**config.mk**
```make
export PLATFORM = sky130hd
export DESIGN_NAME = tfa_frame_align
export DESIGN_NICKNAME = d
export VERILOG_FILES = /design/src/hw/tfa_pkg.sv /design/src/hw/tfa_frame_align.sv
export SDC_FILE = /design/constraint.sdc
export NUM_CORES = 1
export LEC_CHECK = 0
export BUFFER_PORTS_ARGS = -buffer_cell sky130_fd_sc_hd__buf_2
export CAP_MARGIN = 20
export CORE_ASPECT_RATIO = 1.4
export CORE_UTILIZATION = 50
export CTS_BUF_LIST = sky130_fd_sc_hd__clkbuf_8
export DETAILED_ROUTE_END_ITERATION = 6
export PLACE_DENSITY = 0.83
export SETUP_SLACK_MARGIN = 0.05
export SYNTH_ARGS = -nofsm -noshare
export SYNTH_HDL_FRONTEND = slang
export SYNTH_SLANG_ARGS = --single-unit
```
**constraint.sdc**
```tcl
create_clock -name hclk -period 3.5 [get_ports hclk]
set_clock_uncertainty 0.15 [all_clocks]
set_input_delay 0.7 -clock hclk [delete_from_list [all_inputs] [get_ports hclk]]
set_output_delay 0.7 -clock hclk [all_outputs]
set_load 0.05 [all_outputs]
```
**src/hw/tfa_pkg.sv**
```systemverilog
// Package of constants and carrier types for the frame timing and input alignment block
package tfa_pkg;

  // ----------------------------------------------------------------
  // Register map (byte addresses, one aligned word each)
  // ----------------------------------------------------------------
  localparam logic [11:0] TFA_CTRL_OFS = 12'h000;
  localparam logic [11:0] TFA_STAT_OFS = 12'h004;
  localparam logic [11:0] TFA_LID_BASE = 12'h040;
  localparam logic [11:0] TFA_BID_BASE = 12'h080;
  localparam logic [11:0] TFA_BANK_MASK = 12'hFC0;
  localparam int TFA_STREAMS = 16;

  // ----------------------------------------------------------------
  // Reset values and timing counts
  // ----------------------------------------------------------------
  localparam logic [7:0] TFA_CTRL_RST = 8'h00;
  localparam logic [4:0] TFA_DELAY_RST = 5'h00;
  localparam logic [9:0] TFA_EDGE_LAST = 10'h3FF;
  localparam logic [9:0] TFA_EDGE_PRE = 10'h3FE;
  localparam logic [9:0] TFA_EDGE_NEAR = 10'h001;
  localparam logic [3:0] TFA_LVL_RST = 4'h8;
  localparam logic [3:0] TFA_LVL_MAX = 4'hF;
  localparam logic [1:0] TFA_BANK_LAST = 2'h2;
  localparam logic [2:0] TFA_FP8_SINGLE = 3'h2;
  localparam logic [2:0] TFA_FP8_DOUBLE = 3'h4;
  localparam logic [2:0] TFA_FP16_SINGLE = 3'h1;
  localparam logic [2:0] TFA_FP16_DOUBLE = 3'h2;
  localparam logic [5:0] TFA_FRAC_BASE = 6'h03;
  localparam logic [2:0] TFA_MODE_FULL = 3'h7;

  // ----------------------------------------------------------------
  // Carrier types
  // ----------------------------------------------------------------
  // Control word, bit 0 is pulse_width_sel
  typedef struct packed {
    logic sample_mode_sel;
    logic [2:0] discriminator_mode;
    logic discriminator_enable;
    logic out_clock_polarity_sel;
    logic in_clock_edge_sel;
    logic pulse_width_sel;
  } tfa_ctrl_t;

  // Connection memory entry of one output channel
  typedef struct packed {
    logic msg_mode_bit;
    logic out_enable_bit;
    logic source_sel_bit;
    logic [7:0] msg_byte;
  } tfa_cm_t;

  // Switched channel byte with its active-low drive enable
  typedef struct packed {
    logic [7:0] data;
    logic oe_n;
  } tfa_swout_t;

  typedef logic [2*TFA_STREAMS-1:0][5:0] tfa_pos_t;

endpackage : tfa_pkg

```
**src/hw/tfa_frame_align.sv**
```systemverilog
// Frame timing, input alignment and output channel control of a TDM switch
//
// Implementation choices: the address map and the AHB-Lite interface to the registers.
`timescale 1ns/1ps

module tfa_frame_align
  import tfa_pkg::*;
(
  input wire logic hclk,
  input wire logic hresetn,
  input wire logic hsel,
  input wire logic [31:0] haddr,
  input wire logic [1:0] htrans,
  input wire logic hwrite,
  input wire logic [2:0] hsize,
  input wire logic [31:0] hwdata,
  input wire logic hready,
  output logic [31:0] hrdata,
  output logic hreadyout,
  output logic hresp,
  input wire logic master_clock_in,
  input wire logic master_frame_pulse_in,
  output logic frame_pulse_out_8m,
  output logic frame_pulse_out_16m,
  output logic clock_out_8m,
  output logic clock_out_16m,
  output logic [8:0] channel_num,
  output logic [1:0] wr_bank,
  output logic [1:0] rd_bank,
  output tfa_pos_t sample_pos,
  input wire tfa_cm_t local_cm,
  input wire tfa_cm_t bp_cm,
  input wire logic [7:0] local_dm_byte,
  input wire logic [7:0] bp_dm_byte,
  output tfa_swout_t local_out,
  output tfa_swout_t bp_out
);

  // ----------------------------------------------------------------
  // State
  // ----------------------------------------------------------------
  typedef struct packed {
    logic clk_s1;
    logic clk_s2;
    logic clk_d;
    logic fp_s1;
    logic fp_s2;
    logic [3:0] lvl;
    logic [1:0] pcnt;
    logic [9:0] edge_cnt;
    logic [1:0] bank;
    logic locked;
    logic miss;
    logic [7:0] half_cnt;
    logic [7:0] half_len;
    logic cflip;
    logic c8;
    logic c16;
    logic [2:0] fp8_hold;
    logic [2:0] fp16_hold;
    logic fp8_o;
    logic fp16_o;
    logic [8:0] chan;
    logic [1:0] rbank;
    tfa_ctrl_t ctrl;
    tfa_ctrl_t ctrl_act;
    logic [TFA_STREAMS-1:0][4:0] lid;
    logic [TFA_STREAMS-1:0][4:0] bid;
    tfa_pos_t smp;
    logic wr_pend;
    logic [11:0] wr_addr;
    logic [31:0] rdata;
    tfa_swout_t lout;
    tfa_swout_t bout;
  } tfa_state_t;

  tfa_state_t state_reg;
  tfa_state_t state_next;

  // ----------------------------------------------------------------
  // Helpers
  // ----------------------------------------------------------------
  // Sample position in quarter bits from one delay field
  function automatic logic [5:0] tfa_pos(input logic [4:0] fld, input logic smode);
    logic [5:0] pt;
    pt = 6'h00;
    if (!smode) begin
      pt = TFA_FRAC_BASE + {1'b0, fld};
    end else begin
      unique case (fld[1:0])
        2'b00: pt = 6'h03;
        2'b01: pt = 6'h04;
        2'b10: pt = 6'h01;
        2'b11: pt = 6'h02;
      endcase
      pt = pt + {1'b0, fld[4:2], 2'b00};
    end
    return pt;
  endfunction : tfa_pos

  // Switch one output channel
  function automatic tfa_swout_t tfa_sw(input tfa_cm_t cm, input logic [7:0] ldm,
                                        input logic [7:0] bdm);
    tfa_swout_t o;
    o.data = cm.msg_mode_bit ? cm.msg_byte : (cm.source_sel_bit ? bdm : ldm);
    o.oe_n = ~cm.out_enable_bit;
    return o;
  endfunction : tfa_sw

  // ----------------------------------------------------------------
  // Next state
  // ----------------------------------------------------------------
  logic rise;
  logic fall;
  logic any_edge;
  logic act;
  logic pulse_on;
  logic [1:0] pcnt_new;
  logic bnd;
  logic wrap;
  logic near;
  logic realign;
  logic start;
  logic aphase;
  logic [11:0] a;
  logic [4:0] fld;

  always_comb begin
    state_next = state_reg;
    fld = 5'h00;
    // Two-flop synchronisers on the link pins
    // The link clock is slow against hclk, so one more flop is enough to find
    // its edges; pulse and clock share the same two-flop latency
    state_next.clk_s1 = master_clock_in;
    state_next.clk_s2 = state_reg.clk_s1;
    state_next.clk_d = state_reg.clk_s2;
    state_next.fp_s1 = master_frame_pulse_in;
    state_next.fp_s2 = state_reg.fp_s1;
    rise = state_reg.clk_s2 & ~state_reg.clk_d;
    fall = ~state_reg.clk_s2 & state_reg.clk_d;
    any_edge = rise | fall;
    act = state_reg.ctrl_act.in_clock_edge_sel ? rise : fall;

    // Style: the idle level is the one seen most, the pulse is the other
    // The saturating counter needs a run of one level before it flips, so a
    // short burst of stray samples cannot swap the detected style
    if (act && state_reg.fp_s2 && state_reg.lvl != TFA_LVL_MAX) begin
      state_next.lvl = state_reg.lvl + 4'h1;
    end else if (act && !state_reg.fp_s2 && state_reg.lvl != 4'h0) begin
      state_next.lvl = state_reg.lvl - 4'h1;
    end
    pulse_on = state_reg.fp_s2 ^ state_reg.lvl[3];
    pcnt_new = state_reg.pcnt;
    if (act) begin
      pcnt_new = pulse_on ? ((state_reg.pcnt == 2'h3) ? 2'h3 : state_reg.pcnt + 2'h1) : 2'h0;
    end
    state_next.pcnt = pcnt_new;
    // Double-width pulse marks the boundary at its second sample
    bnd = act && pulse_on && state_reg.pcnt != pcnt_new &&
          pcnt_new == (state_reg.ctrl_act.pulse_width_sel ? 2'h2 : 2'h1);

    // Frame counter flywheels; pulses realign it as the discriminator allows
    // Mode 111 trades one frame of drift for immunity to a lone stray pulse;
    // mode 000 and the reserved codes follow every pulse at once
    wrap = state_reg.edge_cnt == TFA_EDGE_LAST;
    near = wrap || state_reg.edge_cnt == TFA_EDGE_PRE || state_reg.edge_cnt <= TFA_EDGE_NEAR;
    realign = 1'b0;
    if (act) begin
      state_next.edge_cnt = state_reg.edge_cnt + 10'h001;
    end
    if (bnd) begin
      if (!state_reg.ctrl_act.discriminator_enable) begin
        realign = 1'b1;
      end else if (near) begin
        realign = 1'b1;
        state_next.miss = 1'b0;
      end else if (state_reg.ctrl_act.discriminator_mode == TFA_MODE_FULL &&
                   !state_reg.miss) begin
        state_next.miss = 1'b1; // a lone stray pulse is ignored
      end else begin
        realign = 1'b1;
        state_next.miss = 1'b0;
      end
    end
    if (realign) begin
      state_next.edge_cnt = 10'h000;
      state_next.locked = near;
    end
    start = (act && wrap && !realign) || (realign && state_reg.edge_cnt > TFA_EDGE_NEAR);

    // Output clocks measured from the sampled input clock
    // The 16M midpoint toggle carries up to one hclk of jitter on its edges;
    // a true multiplied clock would need an analog loop outside this block
    if (any_edge) begin
      state_next.half_len = state_reg.half_cnt;
      state_next.half_cnt = 8'h00;
      state_next.c16 = ~state_reg.c16;
    end else begin
      if (state_reg.half_cnt != 8'hFF) begin
        state_next.half_cnt = state_reg.half_cnt + 8'h01;
      end
      if (state_reg.half_len != 8'h00 && state_reg.half_cnt == {1'b0, state_reg.half_len[7:1]}) begin
        state_next.c16 = ~state_reg.c16;
      end
    end
    if (any_edge && state_reg.fp8_hold != 3'h0) begin
      state_next.fp8_hold = state_reg.fp8_hold - 3'h1;
    end
    if (any_edge && state_reg.fp16_hold != 3'h0) begin
      state_next.fp16_hold = state_reg.fp16_hold - 3'h1;
    end

    // Frame start: bank turn, output timing restart, settings applied
    if (start) begin
      state_next.bank = (state_reg.bank == TFA_BANK_LAST) ? 2'h0 : state_reg.bank + 2'h1;
      state_next.cflip = state_reg.clk_s2 ^ state_reg.ctrl_act.out_clock_polarity_sel;
      state_next.c16 = state_reg.ctrl_act.out_clock_polarity_sel;
      state_next.fp8_hold = state_reg.ctrl_act.pulse_width_sel ? TFA_FP8_DOUBLE : TFA_FP8_SINGLE;
      state_next.fp16_hold = state_reg.ctrl_act.pulse_width_sel ? TFA_FP16_DOUBLE :
                             TFA_FP16_SINGLE;
    end
    // 8M clock is the synced link clock, flipped with the new inversion so it
    // shows the chosen polarity in the very cycle of the frame start
    state_next.c8 = state_reg.clk_s2 ^ state_next.cflip;
    // Settings wait for a boundary once framing is held; before that they apply at once
    if (start || !state_reg.locked) begin
      state_next.ctrl_act = state_reg.ctrl;
      for (int i = 0; i < TFA_STREAMS; i++) begin
        state_next.smp[i] = tfa_pos(state_reg.lid[i], state_reg.ctrl.sample_mode_sel);
        state_next.smp[i+TFA_STREAMS] = tfa_pos(state_reg.bid[i],
                                                state_reg.ctrl.sample_mode_sel);
      end
    end
    // Output pulses take the detected style: GCI when idle level is low
    state_next.fp8_o = (state_next.fp8_hold != 3'h0) ^ state_reg.lvl[3];
    state_next.fp16_o = (state_next.fp16_hold != 3'h0) ^ state_reg.lvl[3];
    state_next.chan = state_next.edge_cnt[9:1];
    state_next.rbank = (state_next.bank == TFA_BANK_LAST) ? 2'h0 : state_next.bank + 2'h1;

    // Per-channel output control for both ports
    state_next.lout = tfa_sw(local_cm, local_dm_byte, bp_dm_byte);
    state_next.bout = tfa_sw(bp_cm, local_dm_byte, bp_dm_byte);

    // AHB-Lite slave: zero wait states, write lands in the data phase
    // No access ever stalls, so hreadyout is tied high and hresp stays OKAY
    aphase = hsel && htrans[1] && hready;
    a = haddr[11:0];
    if (state_reg.wr_pend) begin
      fld = hwdata[4:0];
      if (state_reg.wr_addr == TFA_CTRL_OFS) begin
        state_next.ctrl = hwdata[7:0];
      end else if ((state_reg.wr_addr & TFA_BANK_MASK) == TFA_LID_BASE) begin
        state_next.lid[state_reg.wr_addr[5:2]] = fld;
      end else if ((state_reg.wr_addr & TFA_BANK_MASK) == TFA_BID_BASE) begin
        state_next.bid[state_reg.wr_addr[5:2]] = fld;
      end
    end
    state_next.wr_pend = aphase && hwrite;
    state_next.wr_addr = {a[11:2], 2'b00};
    // Read data is built in the address phase so that it leaves a flop
    state_next.rdata = 32'h0000_0000;
    if (aphase && !hwrite) begin
      if (a[11:2] == TFA_CTRL_OFS[11:2]) begin
        state_next.rdata = {24'h00_0000, state_reg.ctrl};
      end else if (a[11:2] == TFA_STAT_OFS[11:2]) begin
        state_next.rdata = {27'h000_0000, ~state_reg.lvl[3], state_reg.locked,
                            state_reg.miss, state_reg.bank};
      end else if ((a & TFA_BANK_MASK) == TFA_LID_BASE) begin
        state_next.rdata = {27'h000_0000, state_reg.lid[a[5:2]]};
      end else if ((a & TFA_BANK_MASK) == TFA_BID_BASE) begin
        state_next.rdata = {27'h000_0000, state_reg.bid[a[5:2]]};
      end
    end
  end

  // ----------------------------------------------------------------
  // State register
  // ----------------------------------------------------------------
  // Whole state resets to constants; straps are not sampled here
  // Edge flops clear to zero, so a high link clock gives one rise after reset;
  // it is harmless because the falling edge is the active one by default
  always_ff @(posedge hclk or negedge hresetn) begin
    if (!hresetn) begin
      state_reg <= '0;
      state_reg.lvl <= TFA_LVL_RST;
      state_reg.ctrl <= TFA_CTRL_RST;
      state_reg.ctrl_act <= TFA_CTRL_RST;
      state_reg.lid <= {TFA_STREAMS{TFA_DELAY_RST}};
      state_reg.bid <= {TFA_STREAMS{TFA_DELAY_RST}};
      state_reg.smp <= {2*TFA_STREAMS{TFA_FRAC_BASE}};
      state_reg.lout.oe_n <= 1'b1;
      state_reg.bout.oe_n <= 1'b1;
      state_reg.fp8_o <= 1'b1;
      state_reg.fp16_o <= 1'b1;
      state_reg.rbank <= 2'h1;
    end else begin
      state_reg <= state_next;
    end
  end

  // ----------------------------------------------------------------
  // Outputs, all from flops except the tied hreadyout and hresp
  // ----------------------------------------------------------------
  assign hrdata = state_reg.rdata;
  assign hreadyout = 1'b1;
  assign hresp = 1'b0;
  assign frame_pulse_out_8m = state_reg.fp8_o;
  assign frame_pulse_out_16m = state_reg.fp16_o;
  assign clock_out_8m = state_reg.c8;
  assign clock_out_16m = state_reg.c16;
  assign channel_num = state_reg.chan;
  assign wr_bank = state_reg.bank;
  assign rd_bank = state_reg.rbank;
  assign sample_pos = state_reg.smp;
  assign local_out = state_reg.lout;
  assign bp_out = state_reg.bout;

endmodule : tfa_frame_align

```
# After elaboration in Yosys (flattened, before gate mapping)
# Index checks and enable logic that the tools add are counted.
# classes
addsub	73
order_cmp	5
n_eq_ne	112
n_mux	173
bitwise	16
reduce_logical	76
# op_table
cell	count
6-bit case mux with 4 select lines	32
6-bit 2-to-1 mux	96
2-bit by 5-bit adder with 6-bit output (first input constant)	32
6-bit by 5-bit adder with 6-bit output	32
80-bit bitwise mux	2
2-bit equality test (second input constant)	67
2-bit by 1-bit equality test with 1-bit output (second input constant)	32
2-bit logical NOT	32
8-bit 2-to-1 mux	8
5-bit binary-select mux with 4-bit select	2
5-bit 2-to-1 mux	6
5-bit demux with 4-bit select	1
10-bit equality test (second input constant)	2
10-bit 2-to-1 mux	2
1-bit logical AND	19
2-bit 2-to-1 mux	8
3-bit nonzero test	5
6-bit by 1-bit equality test with 1-bit output (second input constant)	2
6-bit by 2-bit equality test with 1-bit output (second input constant)	2
12-bit logical NOT	1
10-bit by 1-bit adder with 10-bit output (second input constant)	1
10-bit by 1-bit equality test with 1-bit output (second input constant)	1
10-bit by 1-bit > comparator with 1-bit output (second input constant)	1
10-bit by 1-bit less-or-equal comparator with 1-bit output (second input constant)	1
other kinds (30)	68
# word_totals
reg_bits	482
in_bits	114
output_inout_bits	261
word_cells	559

# Depth between registers and ports, before layout
# Gate-level depths: netlist (run 1).
# depth
depth_word	15
ltp_mapped	11
depth_no_buf	10

# Least setup slack after synthesis (run 1)
# No wires, ideal clock.
# synth_path
kind	flip-flop to flip-flop
from	register state_reg, in the netlist state_next[491]
to	register state_reg, in the netlist sample_pos[182]
setup_ns	0.127
t_arrival_ns	2.616
required_ns	3.223
setup_slack_ns	0.607
path_stages_with_launch	12
n_path_buf	4
period_less_slack_ns	2.893
cell_sequence	dfrtp_1 -> inv_1 -> ha_1 -> mux2i_1 -> or4_1 -> clkbuf_1 -> mux2_4 -> o21ai_1 -> buf_4 -> buf_6 -> buf_6 -> mux2_1
# synth_between
elab_chain_len	12
elab_cells_between_ends	17
cone_classes	2 x eq/ne; 3 x mux; 3 x bitwise; 9 x reduce/logical
# synth_rtl
item	line	rtl
from (decl)	tfa_frame_align.sv:77	tfa_state_t state_reg;
from (signal assigned)	tfa_frame_align.sv:297	state_reg <= state_next;
1-bit inverter	tfa_frame_align.sv:140	fall = ~state_reg.clk_s2 & state_reg.clk_d;
1-bit AND	tfa_frame_align.sv:140	
1-bit 2-to-1 mux (*)	tfa_frame_align.sv:142	act = state_reg.ctrl_act.in_clock_edge_sel ? rise : fall;
2-bit 2-to-1 mux	tfa_frame_align.sv:154	if (act) begin
2-bit != test	tfa_frame_align.sv:159	bnd = act && pulse_on && state_reg.pcnt != pcnt_new &&
1-bit logical AND (2 in series)	tfa_frame_align.sv:159	
1-bit 2-to-1 mux	tfa_frame_align.sv:171	if (bnd) begin
1-bit logical NOT	tfa_frame_align.sv:189	start = (act && wrap && !realign) || (realign && state_reg.edge_cnt > TFA_EDGE_NEAR);
1-bit logical AND	tfa_frame_align.sv:189	
1-bit logical OR (*)	tfa_frame_align.sv:189	
1-bit logical OR (*)	tfa_frame_align.sv:226	if (start || !state_reg.locked) begin
# Every way passes the cells marked *; elsewhere a longest branch is shown, timed or not.
# A chain may end at the register's enable or synchronous reset.

# Final worst setup path (run 1)
# layout_path
from	register state_reg, in the netlist state_next[491]
to	register state_reg, in the netlist sample_pos[81]
# The elaborated chain is that of the path after synthesis.

==> results.py, run 1 <==
metrics = {
    "clocking": {
        "cts_made_buffers": 76,
        "clk_latency_ps": 660,
        "cts.path.max_buffers": 3,
        "h-tree-depth": 3,
        "clock-sinks": 458,
        "cts_resized": 0,
        "clockRootBuffer": "clkbuf_8",
        "clk_pin_slew_ps": 70,
        "cts_tree": "yes",
    },
    "worst_setup_path": {
        "required_ps": 3890,
        "path_max_fanout": 42,
        "crit_arrival_ps": 3570,
        "cp_top_family": "multiplexers",
        "crit_path_end_kind": "register",
        "slowest_stage": "or4_1",
        "cp_slowest_stage_delay_ps": 640,
        "crit_top_cell": "buf_12",
        "crit_chain": "inv_1 > ha_1 > mux2i_1 > or4_1 > mux2_4 > o21ai_4 > buf_12 > buf_12 > mux2_2",
        "crit_type": "register to register",
        "path_buf_inv": 3,
        "start_kind": "register",
    },
    "routing": {
        "ant_nets": 0,
        "remaining_drc_errors": 0,
        "drt_iter0_markers": 822,
        "num_vias": 17400,
        "wl_um": 62300,
        "dr.pass1.iters": 7,
        "wire_per_inst_um": 19.43,
        "viasPerCell": 5.428,
    },
    "die": {
        "coreArea_mm2": 0.05227,
        "row_count": 99,
        "die_area_mm2": 0.05400,
        "boundaryPins": 375,
        "die_x_um": 196.7,
        "die_h_um": 274.6,
        "start_util_pct": 50.76,
    },
    "grt": {
        "grt_first_pass_wirelength_um": 98300,
        "grt_max_degree": 136,
        "antenna_found_initial": 4,
        "grt_usage_pct": 23.27,
        "first_global_vias": 18670,
        "overflow": 0,
    },
    "placement": {
        "dpl.cell_count": 3052,
        "dp_hpwl_um": 45190,
        "placed_area_mm2": 0.02713,
        "gp_congestion": 0.8706,
        "place.port_buffers": 298,
    },
    "yosys": {
        "synth_edf_count": 0,
        "synth_top_area_cell": "dfrtp_1",
        "yosysUniqueCellTypes": 55,
        "synth_seq_cells": 458,
        "syn_area_mm2": 0.02653,
        "async_flop_share_pct": 100.0,
        "synth_cells": 2330,
        "ys.flop_type": "dfrtp_1",
        "synth.avg_cell_area_um2": 11.39,
        "yosys-top-cells-area": "dfrtp_1 37%, mux2_2 12%, ha_1 7.8%",
        "ys_warn_count": 0,
        "synth-seq-area-share_pct": 43.53,
        "synth.top_cell.area_share_pct": 36.60,
    },
    "power_and_ir_drop": {
        "finalPower_mw": 13.68,
        "peakVddDrop_v": 0.0003554,
        "leakagePower_nw": 14.41,
        "powerDensity_mw_per_mm2": 473.8,
    },
    "finish": {
        "area_growth_pct": 8.828,
        "fin_area_mm2": 0.02887,
        "finalNetCount": 2713,
        "largest_reg_flops": 229,
        "drive_gt1_share_pct": 33.77,
        "final_cell_count_no_fill": 3206,
    },
    "sta": {
        "rsz0062_at_grt": "false",
        "min_period_ps": 3186,
        "fin_crit_sh_pct": 91.03,
        "worstMarginPinSlew_ps": 809.8,
        "slew_viol_final": 0,
        "finalHoldViolations": 0,
        "fmax_ghz": 0.3139,
        "relSlewSlack_pct": 44.62,
        "setup_viol": 0,
        "fin_tns_setup_ps": 0,
    },
    "outcome": {
        "status": "completed",
    },
    "hold_path": {
        "hold_class": "primary input to register",
    },
    "run": {
        "cap_violations": 0,
    },
}
[metrics by stage]
step           setup slack [ps]  util, %  hold WS, ps
2_1_floorplan             606.8        -        181.2
3_3_place_gp              387.7    51.90        193.4
3_5_place_dp              355.4    51.90        188.0
4_1_cts                   329.6    55.22        12.93
5_1_grt                   205.7    55.23        61.43
6_report                  313.9    55.24        84.19
[power breakdown]
part	switching (mW)	internal, mW	leakage, nW	total (mW)
registers	0.251	5.58	6.01	5.83
logic	1.73	1.08	7.48	2.81
clock network	2.26	2.78	0.921	5.04
[path summary, 6_finish.rpt]
kind                                         endpoint  slack, ps  depth (start not counted)                 startpoint
setup / recovery           sample_pos[81]$_DFFE_PN0P_        310                          9  state_next[491]$_DFF_PN0_
hold / removal                state_reg[56]$_DFF_PN0_         80                          1                   haddr[6]
setup reg to reg           sample_pos[81]$_DFFE_PN0P_        310                          9  state_next[491]$_DFF_PN0_
hold reg to reg             state_next[491]$_DFF_PN0_        210                          0  state_next[492]$_DFF_PN0_
max in group asynchronous  state_reg[473]$_DFFE_PN0P_       1680                          3                    hresetn
min in group asynchronous  sample_pos[33]$_DFFE_PN0P_        490                          2                    hresetn
[cell families after synthesis]
logic type,Yosys count,share of synthesized area (%)
AO/OA/AOI/OAI,242,4.820
AND/OR/NAND/NOR,384,7.366
other,2,0.02831
XOR/XNOR,128,4.225
multiplexers,483,21.54
buffers and inverters,467,10.63
flip-flops,458,43.53
adder cells (fa/ha/maj),166,7.857
[Yosys cell counts, drive strengths merged (2+ instances only)]
| cell | instances |
|---|---|
| dfrtp | 388 |
| mux2 | 351 |
| buf | 294 |
| ha | 165 |
| o21ai | 164 |
| nand2 | 138 |
| inv | 113 |
| mux2i | 97 |
| nor2 | 82 |
| xor2 | 82 |
| dfstp | 70 |
| clkbuf | 60 |
| a21oi | 49 |
| xnor2 | 46 |
| and3 | 38 |
| mux4 | 35 |
| nor4bb | 31 |
| nor3 | 22 |
| nand3 | 15 |
| nor2b | 11 |
| nand2b | 9 |
| nor4 | 9 |
| o22ai | 9 |
| nand4 | 8 |
| a31oi | 5 |
| and2 | 5 |
| nand3b | 4 |
| a2111oi | 2 |
| a22oi | 2 |
| and4 | 2 |
| and4b | 2 |
| conb | 2 |
| o211a | 2 |
| o211ai | 2 |
| or3 | 2 |
| or4 | 2 |
[metal layers]
metal / vias to the layer above / share of wire, % / track usage, %
li1: 7998 / - / -
met1: 8719 / 38 / 26.37
met2: 541 / 53 / 42.51
met3: 139 / 4.9 / 4.058
met4: 4 / 3.4 / 10.71
met5: - / 0.037 / 0
[cells in the final DEF (no fill, tap or decap), types with 12 or more instances in the layout]
| cell | n |
|---|---|
| a21oi_1 | 49 |
| and3_1 | 38 |
| buf_12 | 12 |
| buf_2 | 297 |
| buf_4 | 35 |
| clkbuf_8 | 96 |
| conb_1 | 26 |
| dfrtp_1 | 387 |
| dfstp_2 | 70 |
| ha_1 | 165 |
| inv_1 | 138 |
| mux2_1 | 78 |
| mux2_2 | 272 |
| mux2i_1 | 97 |
| mux4_2 | 35 |
| nand2_1 | 138 |
| nand3_1 | 15 |
| nor2_1 | 82 |
| nor3_1 | 22 |
| nor4bb_1 | 31 |
| o21ai_0 | 163 |
| xnor2_1 | 46 |
| xor2_1 | 82 |
[timing repair]
action,in CTS,in global routing
endpoints found under the hold margin,64,0
buffers inserted,0,0
hold buffers,10,0
[layout make-up]
type                            count  area (um2)
Timing Repair Buffer              355        2105
Tap cell                          707       884.6
Sequential cell                   458       11550
Inverter                          113       424.2
Multi-Input combinational cell   1429       12260
Antenna cell                        3       7.507
Clock buffer                       96        1321
Fill cell                        4334       23400
Clock inverter                     45       316.6
[worst reg2reg max path, stage by stage (launching register included)]
cell and delay [ps]:
dfrtp_1 450, inv_1 90, ha_1 160, mux2i_1 90
or4_1 640, mux2_4 390, o21ai_4 210, buf_12 230
buf_12 270, mux2_2 390
Note: power is estimated with default switching activity, not from simulation.
==> run 2: changes to the inputs <==
ABC_AREA = 1   (was not set)
==> results.py, run 2 <==
metrics = {
    "sta": {
        "layout_setup_ws_ps": 599.6,
        "setup_viol": 0,
        "slew_viol_final": 0,
        "fin_crit_sh_pct": 82.87,
        "worstMarginPinSlew_ps": 804.2,
        "min_period_ps": 2900,
        "rsz0062_at_grt": "false",
        "fmax_ghz": 0.3448,
        "fin_tns_setup_ps": 0,
        "hold_ws_ps": 56.90,
        "relSlewSlack_pct": 46.33,
        "finalHoldViolations": 0,
    },
    "worst_setup_path": {
        "path_max_fanout": 46,
        "crit_top_cell": "nand2_1",
        "crit_path_end_kind": "register",
        "slowest_stage": "buf_4",
        "crit_type": "register to register",
        "start_kind": "register",
        "crit_chain": "inv_1 > ha_1 > nand2_1 > nand2_1 > o2111ai_2 > nor2_2 > nand3_2 > nand2_2 > buf_4 > nand2_1 > nand2_1 > nand3_1 > nand2_1 > nand2_1",
        "cp_slowest_stage_delay_ps": 550,
        "r2r_start": "state_next[491]$_DFF_PN0_",
        "crit_arrival_ps": 3350,
        "required_ps": 3950,
        "reg2reg_to": "frame_pulse_out_8m$_DFF_PN1_",
        "r2r_cells": 14,
        "ff2ff_setup_slack_ps": 600,
    },
    "run": {
        "cap_violations": 0,
    },
    "routing": {
        "wl_um": 69220,
        "dr.pass1.iters": 6,
        "met1_length_um": 27010,
        "drt_iter0_markers": 1362,
        "viasPerCell": 5.438,
        "remaining_drc_errors": 0,
        "wl_met3_um": 4629,
        "num_vias": 20580,
        "wire_per_inst_um": 18.29,
        "wl_met2_um": 34300,
        "top_layer": "met5",
        "ant_nets": 0,
    },
    "placement": {
        "place.port_buffers": 298,
        "placed_area_mm2": 0.02678,
        "dp_hpwl_um": 49730,
        "place_ws_ps": 621.9,
        "gp_congestion": 0.8871,
    },
    "yosys": {
        "synth-seq-area-share_pct": 43.51,
        "synth-xor-area-share_pct": 3.861,
        "synthTopCellsByCount": "423 x nand2_1, 388 x dfrtp_1, 301 x o21ai_0",
        "synthMuxAreaShare_pct": 0.3158,
        "synth_seq_cells": 458,
        "synth_edf_count": 0,
        "ys_warn_count": 0,
        "synth.avg_cell_area_um2": 8.976,
        "syn_area_mm2": 0.02654,
        "ys.flop_type": "dfrtp_1",
        "synthAdderAreaFrac_pct": 7.854,
        "synthSimpleGateAreaFrac_pct": 14.27,
        "synth.top_cell.area_share_pct": 36.58,
        "synth_compound_area_share_pct": 16.92,
        "synth_cells": 2957,
        "yosys-top-cells-area": "dfrtp_1 37%, ha_1 7.8%, buf_4 7.6%",
        "yosysUniqueCellTypes": 58,
        "synth_top_area_cell": "dfrtp_1",
        "synth_top_family_by_area": "compound AO/OA/AOI/OAI gates",
        "yosysMostFrequentCell": "nand2_1",
        "async_flop_share_pct": 100.0,
    },
    "finish": {
        "drive_gt1_share_pct": 21.18,
        "final_common_cell": "nand2_1",
        "largest_reg_flops": 229,
        "nFillCells": 4642,
        "fin_area_mm2": 0.02840,
        "area_growth_pct": 6.991,
        "finalNetCount": 3293,
        "layout_common_cells": "423 x nand2_1, 386 x dfrtp_1, 301 x o21ai_0",
    },
    "clocking": {
        "clk_pin_slew_ps": 70,
        "cts_resized": 0,
        "cts_tree": "yes",
        "clk_latency_ps": 670,
        "clockRootBuffer": "clkbuf_8",
        "cts_made_buffers": 74,
        "h-tree-depth": 3,
        "cts.path.max_buffers": 3,
        "clock-sinks": 458,
    },
    "power_and_ir_drop": {
        "leakagePower_nw": 13.51,
        "powerDensity_mw_per_mm2": 731.8,
        "peakVddDrop_v": 0.0004539,
    },
    "outcome": {
        "status": "completed",
    },
    "die": {
        "die_h_um": 274.6,
        "die_area_mm2": 0.05402,
        "start_util_pct": 50.78,
        "die_x_um": 196.7,
        "boundaryPins": 375,
        "coreArea_mm2": 0.05227,
        "row_count": 99,
    },
    "grt": {
        "grt_first_pass_wirelength_um": 108200,
        "antenna_found_initial": 6,
        "overflow": 0,
        "first_global_vias": 19680,
        "grt_usage_pct": 25.72,
        "grt_max_degree": 105,
    },
    "hold_path": {
        "hold_class": "primary input to register",
        "min_from": "haddr[9]",
        "hold_depth": 1,
        "whs_endpoint": "state_reg[59]$_DFF_PN0_",
    },
}
-- run 2: power by group --
group          switching, mW  internal [mW]  total, mW
registers              0.760           6.62       7.38
logic                   6.68           2.00       8.68
clock network           2.26           2.47       4.73
-- run 2: what timing repair did --
action                                 4_1_cts  5_1_grt
endpoints found under the hold margin       67        0
setup buffers                                0        0
hold buffers                                10        0
-- run 2: kinds of logic after synthesis --
group                      count (synthesis)
xor gates and xnor gates                 117
AOI/OAI and AO/OA                        753
buffers and inverters                    599
other                                      2
muxes                                      8
DFF                                      458
adders and majority gates                166
and+or+nand+nor                          854
-- run 2: worst max-delay path by stage --
stage	endpoint	depth (start not counted)	from	slack, ps
floorplan	state_reg[488]$_DFFE_PN1P_	11	state_next[491]$_DFF_PN0_	1290
global placement	frame_pulse_out_16m$_DFF_PN1_	14	state_next[491]$_DFF_PN0_	690
detailed placement	frame_pulse_out_8m$_DFF_PN1_	14	state_next[491]$_DFF_PN0_	620
CTS	frame_pulse_out_8m$_DFF_PN1_	14	state_next[491]$_DFF_PN0_	590
global route	frame_pulse_out_16m$_DFF_PN1_	15	state_next[491]$_DFF_PN0_	350
finish	frame_pulse_out_8m$_DFF_PN1_	14	state_next[491]$_DFF_PN0_	600
-- run 2: critical path: cells and delay by family (launching register included) --
kind	cells	cell delay [ps]
DFF	1	440
adders and majority gates	1	170
and+or+nand+nor	10	1200
AOI/OAI and AO/OA	1	200
buffers and inverters	2	650
-- run 2: metrics by stage --
| stage | instances | util, % | power [mW] |
|---|---|---|---|
| floorplan | 2981 | - | 15.59 |
| global placement | 3634 | 51.23 | 15.98 |
| detailed placement | 3634 | 51.23 | 16.14 |
| CTS | 3780 | 54.30 | 20.93 |
| global route | 3784 | 54.32 | 21.85 |
| finish | 3785 | 54.33 | 20.78 |
-- run 2: per-layer routing --
| layer | global-route usage (%) | vias up |
|---|---|---|
| met5 | 0 | - |
| met4 | 13.53 | 2 |
| met3 | 4.904 | 182 |
| met2 | 44.09 | 790 |
| met1 | 30.63 | 9806 |
| li1 | - | 9801 |
-- run 2: final cells by class --
type	count	area [um2]	area share, %
diodes	5	12.51	0.04406
clock buffers	92	1266	4.459
clock inverters	44	239.0	0.8416
inverters	204	768.2	2.705
multi-input cells	1924	11590	40.80
flip-flops and latches	458	11550	40.69
well taps	707	884.6	3.115
repair buffers	351	2087	7.349
